===== src/inc/timer_pkg.sv =====
// Constants for the triple timer unit
package timer_pkg;
  localparam int ADDR_W = 8;
  localparam int DATA_W = 8;
  localparam logic [7:0] ADDR_T0_RELOAD = 8'hC8;
  localparam logic [7:0] ADDR_T0_CTRL = 8'hC9;
  localparam logic [7:0] ADDR_T1_RELOAD = 8'hCA;
  localparam logic [7:0] ADDR_T1_CTRL = 8'hCB;
  localparam logic [7:0] ADDR_T2_LOW = 8'hCC;
  localparam logic [7:0] ADDR_T2_HIGH = 8'hCD;
  localparam logic [7:0] ADDR_T2_CTRL = 8'hCE;
  localparam logic [7:0] ADDR_IRQ_STATUS = 8'hB0;
  localparam logic [7:0] ADDR_IRQ_MASK = 8'hB1;
  localparam logic [7:0] ADDR_T0_COUNT = 8'hB2;
  localparam logic [7:0] ADDR_T1_COUNT = 8'hB3;
  localparam logic [7:0] ADDR_T2_COUNT_LOW = 8'hB4;
  localparam logic [7:0] ADDR_T2_COUNT_HIGH = 8'hB5;
  // Control register fields
  localparam int BIT_RUN = 7;
  localparam int BIT_RELOAD_DIS = 6;
  localparam int BIT_GATE = 5;
  localparam int SEL_LSB = 0;
  localparam int SEL_MSB = 2;
  localparam logic [7:0] CTRL_MASK_T01 = 8'hC7;
  localparam logic [7:0] CTRL_MASK_T2 = 8'hE7;
  localparam logic [7:0] RESET_BYTE = 8'h00;
  // Prescaler divide counts
  localparam int DIV_4 = 4;
  localparam int DIV_16 = 16;
  localparam int DIV_64 = 64;
  localparam logic [2:0] SEL_PIN = 3'h7;
  localparam int NUM_TIMERS = 3;
endpackage : timer_pkg


===== src/verilog/triple_timer_unit.sv =====
// Three timers with register port and interrupt
//
// Local design decision: the strobed register port.
`timescale 1ns/10ps
// How it works
// - Timers 0 and 1 count down 8-bit
// - Run bit one preloads and starts; zero stops
// - Reload disable halts the timer at underflow; the count still reloads
// - Select picks osc/1,4,16,64 or sub-oscillator
// - Underflow rate is input over reload plus one
// - Timer 2 run bit preloads and starts; zero stops
// - Gate bit: count only while pin high
// - Timer 2 may clock from pin, capture off
// - Each underflow sets its status bit and halt wake; interrupt only if unmasked
module triple_timer_unit
  import timer_pkg::*;
(
  input wire logic clk,
  input wire logic rst,
  input wire logic [ADDR_W-1:0] addr,
  input wire logic [DATA_W-1:0] wdata,
  input wire logic wr,
  input wire logic rd,
  output logic [DATA_W-1:0] rdata,
  input wire logic sub_oscillator_clock,
  input wire logic gating_pin,
  output logic irq,
  output logic wake,
  output logic capture_enable
);
  logic [7:0] t0_reload, t0_ctrl, t1_reload, t1_ctrl, t2_low, t2_high, t2_ctrl;
  logic [2:0] irq_status, irq_mask;
  logic [5:0] prescale;
  logic sub_q, pin_q;
  logic [7:0] t0_count, t1_count;
  logic [15:0] t2_count;
  logic [2:0] running, underflow;
  wire logic [2:0] tick;
  wire logic [2:0] start, stop;
  wire logic t4, t16, t64, sub_edge, pin_edge;
  wire logic [7:0] read_mux;
  wire logic [2:0] next_status;

  // Select decoding used by all three timers
  function automatic logic pick_tick(input logic [2:0] sel, input logic allow_pin,
                                     input logic p4, input logic p16, input logic p64,
                                     input logic sub, input logic pin);
    if (allow_pin && sel == SEL_PIN) pick_tick = pin;
    else if (sel[2]) pick_tick = sub;
    else if (sel[1:0] == 2'h0) pick_tick = 1'b1;
    else if (sel[1:0] == 2'h1) pick_tick = p4;
    else if (sel[1:0] == 2'h2) pick_tick = p16;
    else pick_tick = p64;
  endfunction : pick_tick

  // Shared prescaler and rising-edge detectors for slow clocks
  always_ff @(posedge clk or posedge rst) begin
    if (rst) begin
      prescale <= '0;
      sub_q <= 1'b0;
      pin_q <= 1'b0;
    end else begin
      prescale <= prescale + 1'b1;
      sub_q <= sub_oscillator_clock;
      pin_q <= gating_pin;
    end
  end
  assign t4 = (prescale[1:0] == 2'h3);
  assign t16 = (prescale[3:0] == 4'hF);
  assign t64 = (prescale == 6'h3F);
  assign sub_edge = sub_oscillator_clock && !sub_q;
  assign pin_edge = gating_pin && !pin_q;

  assign tick[0] = pick_tick(t0_ctrl[SEL_MSB:SEL_LSB], 1'b0, t4, t16, t64, sub_edge, pin_edge);
  assign tick[1] = pick_tick(t1_ctrl[SEL_MSB:SEL_LSB], 1'b0, t4, t16, t64, sub_edge, pin_edge);
  assign tick[2] = pick_tick(t2_ctrl[SEL_MSB:SEL_LSB], 1'b1, t4, t16, t64, sub_edge, pin_edge);

  // Run bit writes: one starts, zero stops
  assign start[0] = wr && addr == ADDR_T0_CTRL && wdata[BIT_RUN];
  assign stop[0] = wr && addr == ADDR_T0_CTRL && !wdata[BIT_RUN];
  assign start[1] = wr && addr == ADDR_T1_CTRL && wdata[BIT_RUN];
  assign stop[1] = wr && addr == ADDR_T1_CTRL && !wdata[BIT_RUN];
  assign start[2] = wr && addr == ADDR_T2_CTRL && wdata[BIT_RUN];
  assign stop[2] = wr && addr == ADDR_T2_CTRL && !wdata[BIT_RUN];

  timer_down_counter #(.WIDTH(8)) u_t0 (
    .clk(clk), .rst(rst), .start(start[0]), .stop(stop[0]), .tick(tick[0]),
    .gate_ok(1'b1), .reload_dis(t0_ctrl[BIT_RELOAD_DIS]), .reload(t0_reload),
    .count(t0_count), .running(running[0]), .underflow(underflow[0])
  );
  timer_down_counter #(.WIDTH(8)) u_t1 (
    .clk(clk), .rst(rst), .start(start[1]), .stop(stop[1]), .tick(tick[1]),
    .gate_ok(1'b1), .reload_dis(t1_ctrl[BIT_RELOAD_DIS]), .reload(t1_reload),
    .count(t1_count), .running(running[1]), .underflow(underflow[1])
  );
  // Gate qualifies timer 2 by pin level, also when the pin is the clock
  timer_down_counter #(.WIDTH(16)) u_t2 (
    .clk(clk), .rst(rst), .start(start[2]), .stop(stop[2]), .tick(tick[2]),
    .gate_ok(!t2_ctrl[BIT_GATE] || gating_pin),
    .reload_dis(t2_ctrl[BIT_RELOAD_DIS]), .reload({t2_high, t2_low}),
    .count(t2_count), .running(running[2]), .underflow(underflow[2])
  );

  // Sticky status: set wins over write-one-to-clear
  assign next_status = (irq_status & ~((wr && addr == ADDR_IRQ_STATUS) ? wdata[2:0] : 3'h0))
                       | underflow;

  // Register writes
  always_ff @(posedge clk or posedge rst) begin
    if (rst) begin
      t0_reload <= RESET_BYTE;
      t0_ctrl <= RESET_BYTE;
      t1_reload <= RESET_BYTE;
      t1_ctrl <= RESET_BYTE;
      t2_low <= RESET_BYTE;
      t2_high <= RESET_BYTE;
      t2_ctrl <= RESET_BYTE;
      irq_mask <= 3'h0;
      irq_status <= 3'h0;
    end else begin
      irq_status <= next_status;
      if (wr) begin
        if (addr == ADDR_T0_RELOAD) t0_reload <= wdata;
        else if (addr == ADDR_T0_CTRL) t0_ctrl <= wdata & CTRL_MASK_T01;
        else if (addr == ADDR_T1_RELOAD) t1_reload <= wdata;
        else if (addr == ADDR_T1_CTRL) t1_ctrl <= wdata & CTRL_MASK_T01;
        else if (addr == ADDR_T2_LOW) t2_low <= wdata;
        else if (addr == ADDR_T2_HIGH) t2_high <= wdata;
        else if (addr == ADDR_T2_CTRL) t2_ctrl <= wdata & CTRL_MASK_T2;
        else if (addr == ADDR_IRQ_MASK) irq_mask <= wdata[2:0];
      end
    end
  end

  // Read decode; run bit shows live running state
  assign read_mux =
    (addr == ADDR_T0_RELOAD) ? t0_reload :
    (addr == ADDR_T0_CTRL) ? {running[0], t0_ctrl[6:0]} :
    (addr == ADDR_T1_RELOAD) ? t1_reload :
    (addr == ADDR_T1_CTRL) ? {running[1], t1_ctrl[6:0]} :
    (addr == ADDR_T2_LOW) ? t2_low :
    (addr == ADDR_T2_HIGH) ? t2_high :
    (addr == ADDR_T2_CTRL) ? {running[2], t2_ctrl[6:0]} :
    (addr == ADDR_IRQ_STATUS) ? {5'h00, irq_status} :
    (addr == ADDR_IRQ_MASK) ? {5'h00, irq_mask} :
    (addr == ADDR_T0_COUNT) ? t0_count :
    (addr == ADDR_T1_COUNT) ? t1_count :
    (addr == ADDR_T2_COUNT_LOW) ? t2_count[7:0] :
    (addr == ADDR_T2_COUNT_HIGH) ? t2_count[15:8] : 8'h00;

  // Registered outputs; wake ignores the mask so halt always ends
  always_ff @(posedge clk or posedge rst) begin
    if (rst) begin
      rdata <= 8'h00;
      irq <= 1'b0;
      wake <= 1'b0;
      capture_enable <= 1'b1;
    end else begin
      rdata <= rd ? read_mux : 8'h00;
      irq <= |(next_status & irq_mask);
      wake <= |underflow;
      capture_enable <= (t2_ctrl[SEL_MSB:SEL_LSB] != SEL_PIN);
    end
  end
endmodule : triple_timer_unit


===== src/verilog/timer_down_counter.sv =====
// One reloadable down-counter with stop-on-underflow option
`timescale 1ns/10ps
module timer_down_counter
  import timer_pkg::*;
#(
  parameter int WIDTH = 8
) (
  input wire logic clk,
  input wire logic rst,
  input wire logic start,
  input wire logic stop,
  input wire logic tick,
  input wire logic gate_ok,
  input wire logic reload_dis,
  input wire logic [WIDTH-1:0] reload,
  output logic [WIDTH-1:0] count,
  output logic running,
  output logic underflow
);
  wire logic step;
  wire logic at_zero;
  assign step = running && gate_ok && tick;
  assign at_zero = (count == '0);

  // Count state; start preloads, underflow reloads and halts if reload is disabled
  always_ff @(posedge clk or posedge rst) begin
    if (rst) begin
      count <= '0;
      running <= 1'b0;
      underflow <= 1'b0;
    end else begin
      underflow <= step && at_zero;
      if (start) begin
        count <= reload;
        running <= 1'b1;
      end else if (stop) begin
        running <= 1'b0;
      end else if (step) begin
        if (at_zero) begin
          count <= reload;
          running <= !reload_dis;
        end else begin
          count <= count - 1'b1;
        end
      end
    end
  end
endmodule : timer_down_counter


===== config.mk =====
export PLATFORM = sky130hd
export DESIGN_NAME = triple_timer_unit
export DESIGN_NICKNAME = d
export VERILOG_FILES = /design/src/inc/timer_pkg.sv /design/src/verilog/triple_timer_unit.sv /design/src/verilog/timer_down_counter.sv
export SDC_FILE = /design/constraint.sdc
export NUM_CORES = 1
export LEC_CHECK = 0
export BUFFER_PORTS_ARGS = -buffer_cell sky130_fd_sc_hd__buf_2
export CAP_MARGIN = 40
export CORE_ASPECT_RATIO = 0.8
export CORE_MARGIN = 2
export CORE_UTILIZATION = 45
export CTS_BUF_LIST = sky130_fd_sc_hd__clkbuf_8
export CTS_CLUSTER_DIAMETER = 100
export DETAILED_ROUTE_END_ITERATION = 10
export GPL_TIMING_DRIVEN = 0
export PLACE_DENSITY = 0.67
export SYNTH_ARGS = -nofsm -noshare
export SYNTH_HDL_FRONTEND = slang
export SYNTH_SLANG_ARGS = --single-unit

===== constraint.sdc =====
create_clock -name clk -period 4.8 [get_ports clk]
set_input_delay 0.24 -clock clk [delete_from_list [all_inputs] [get_ports clk]]
set_output_delay 0.24 -clock clk [all_outputs]
set_load 0.02 [all_outputs]

==> run summary <==
Post-synth ARST share -> 1.00
CTS resizes -> 0
Die X -> 135 um
Hold Vio Cnt, Final -> 0
I/O pins -> 33
Seq/Total Area, Yosys -> 0.434
Remaining DRCs -> 0
Cells after Synth -> 647
1st-iter DRT viols -> 816
largest net degree at the start of global routing -> 56
CP peak stage delay -> 0.65 ns
clk_lat worst skew -> 0.39 ns
antenna violations before repair -> 0
Syn Std Cell Area -> 6220 um^2
hold_sp -> wdata[4]
P_int -> 0.00154 W
post-route cell area -> 6900 um^2
slew at the pin closest to its max-slew limit -> 0.898 ns
gpl congestion -> 0.997
buffer type at the clock tree root -> clkbuf_8
Most used DFF post-synth -> dfrtp_1
Synth warnings -> 0
Hold Buf Count CTS -> 3
CP max stage cell -> nor4b_1
Unique masters post-synth -> 73
Setup TNS Final -> 0 ns
combinational power share -> 0.261
Die Ht -> 109 um
Worst Path Max Fanout -> 10
most frequent cells in the layout -> dfrtp_1 (107), a21oi_1 (49), mux2_2 (49), nand2_1 (48)
TritonCTS Buffers -> 9
syn_area_per_cell -> 9.62 um^2
H-tree levels -> 3
Longest Clk Path Bufs -> 2
clk sinks -> 108
Die Area -> 14800 um^2
Worst setup EP type -> flip-flop
cell count of the worst hold path -> 2
Net Count, Synth -> 676
sw power -> 0.000930 W
Final nets -> 722
r2r setup slk -> 2.03 ns
R2R depth -> 8
vias per cell -> 6.43
placed cell area -> 6640 um^2
Detail Placement HPWL -> 15500 um
GRT Overall Usage -> 0.289
Worst-path clk slew -> 0.12 ns
first drt pass iteration count -> 7
Worst Setup SP -> prescale[0]$_DFF_PP0_
Post-CTS Setup Inserts -> 0
register bit total from synthesis -> 108
clock network fraction of design power -> 0.253
antenna viol nets, final -> 0
commonest non-fill, non-tap cell in the layout -> dfrtp_1
Peak Freq -> 361 MHz
power per cell area -> 358 nW/um^2
LEAKAGE -> 3.12 nW
Cell Chain, Critical Path -> ha_1 > nand3_1 > a22o_1 > nor4b_1 > buf_2 > nand2_1 > o31ai_1 > a21oi_1
wire per inst -> 23.4 um
status -> finished, final reports clean
CTS tree -> built
Post-synth EDFFs -> 0
Final Critical Period -> 2.77 ns
register share of total power -> 0.486
remaining global-route overflow -> 0
Reg-to-Reg End -> u_t0.count[6]$_DFFE_PP0P_
Routed WL -> 20500 um
Worst Hold Class -> in -> reg
Row Count -> 38
maximum vdd drop -> 0.000155 V
Starting Density -> 0.459
WS Path Type -> reg -> reg
via count -> 5645
# diodes -> 0
Tcrit/Tclk final -> 0.577
clk_skew -> 0.0131 ns
max-cap check violation count -> 0
RSZ-0062 raised after global routing -> no
Slew HR -> 0.396
sw frac -> 0.376
first-pass GRT wire length -> 31700 um
final setup fails -> 0
IO Port Bufs -> 30
Core ar. -> 13600 um^2
kind of start point of the critical path -> flip-flop
Max Slew Vio Count -> 0
vias in the first global route -> 5322
Reg-to-Reg Start -> prescale[0]$_DFF_PP0_
hold endpoint -> t2_low[4]$_DFFE_PP0P_
CP Data Required Time -> 5.08 ns
Area Overhead vs Synth -> 10.8%
Arr. time, crit path -> 3.05 ns
layout cells sized above 1 -> 0.179
==> logic make-up after synthesis <==
kind of cell	share of synthesized area
DFF	0.434
adders and majority gates	0.0141
AOI/OAI and AO/OA	0.212
and+or+nand+nor	0.178
muxes	0.117
buffers and inverters	0.0384
xor gates and xnor gates	0.00563
==> critical path: cells and delay by family, from the launching register on <==
family,cells,cell delay [ns]
AOI/OAI and AO/OA,3,0.66
adders and majority gates,1,0.29
DFF,1,0.40
buffers and inverters,1,0.33
and+or+nand+nor,3,0.99
==> worst max-delay path by stage <==
stage	endpoint	slack, ns	depth (start not counted)
global placement	u_t1.underflow$_DFF_PP0_	0.50	2
global route	u_t0.count[6]$_DFFE_PP0P_	1.77	8
detailed placement	u_t0.count[6]$_DFFE_PP0P_	2.07	8
CTS	u_t0.count[6]$_DFFE_PP0P_	2.03	8
floorplan	irq$_DFF_PP0_	1.72	1
finish	u_t0.count[6]$_DFFE_PP0P_	2.03	8
==> metal layers <==
metal,routed length (um),track usage,part of all wire,up-vias
met4,265,0.0647,0.013,0
met5,0,0,0,-
met3,1850,0.0493,0.090,26
met2,8700,0.423,0.42,309
met1,9700,0.446,0.47,2785
li1,-,-,-,2525
==> through the flow <==
step | hold slack [ns] | std cells | util | power (W) | setup slack (ns)
finish | 0.170 | 878 | 0.509 | 0.00247 | 2.03
global route | 0.161 | 878 | 0.509 | 0.00260 | 1.77
CTS | 0.155 | 878 | 0.509 | 0.00247 | 2.03
detailed placement | 0.374 | 859 | 0.490 | 0.00184 | 2.07
global placement | 0.365 | 857 | 0.487 | 0.00182 | 0.501
floorplan | 0.271 | 647 | - | 0.00160 | 1.72
==> cells in the mapped netlist, types with 10 or more instances <==
| library cell | instances | area share |
|---|---|---|
| a21o_1 | 12 | 0.014 |
| a21oi_1 | 49 | 0.039 |
| a31oi_1 | 14 | 0.014 |
| buf_2 | 11 | 0.0088 |
| clkbuf_1 | 23 | 0.014 |
| dfrtp_1 | 107 | 0.43 |
| inv_1 | 22 | 0.013 |
| mux2_2 | 49 | 0.089 |
| mux2i_1 | 11 | 0.018 |
| nand2_1 | 48 | 0.029 |
| nand2b_1 | 10 | 0.010 |
| nand3_1 | 20 | 0.016 |
| nor2_1 | 42 | 0.025 |
| nor3_1 | 22 | 0.018 |
| o21ai_0 | 32 | 0.026 |
==> area by class of cell <==
cell class	instances	area [um^2]
fillers	1281	6660
multi-input cells	479	3280
flip-flops and latches	108	2700
well taps	180	225
repair buffers	35	213
plain buffers	37	153
clock buffers	9	124
clock inverters	7	106
inverters	23	88.8
==> power by group through the flow <==
stage	Clock, W	Sequential [W]	Combinational (W)
after floorplan	0	0.00114	0.000466
after global placement	0	0.00121	0.000613
after detailed placement	0	0.00121	0.000631
after CTS	0.000638	0.00119	0.000634
after global routing	0.000672	0.00121	0.000721
final	0.000625	0.00120	0.000645
==> registers in the layout, summed over array words and instances, names as in the netlist, 8 cells and up <==
register    flops
t0_reload       8
t1_reload       8
rdata           8
u_t0.count      8
u_t1.count      8
t2_low          8
t2_high         8
u_t2.count     16
Note: power is estimated with default switching activity, not from simulation.
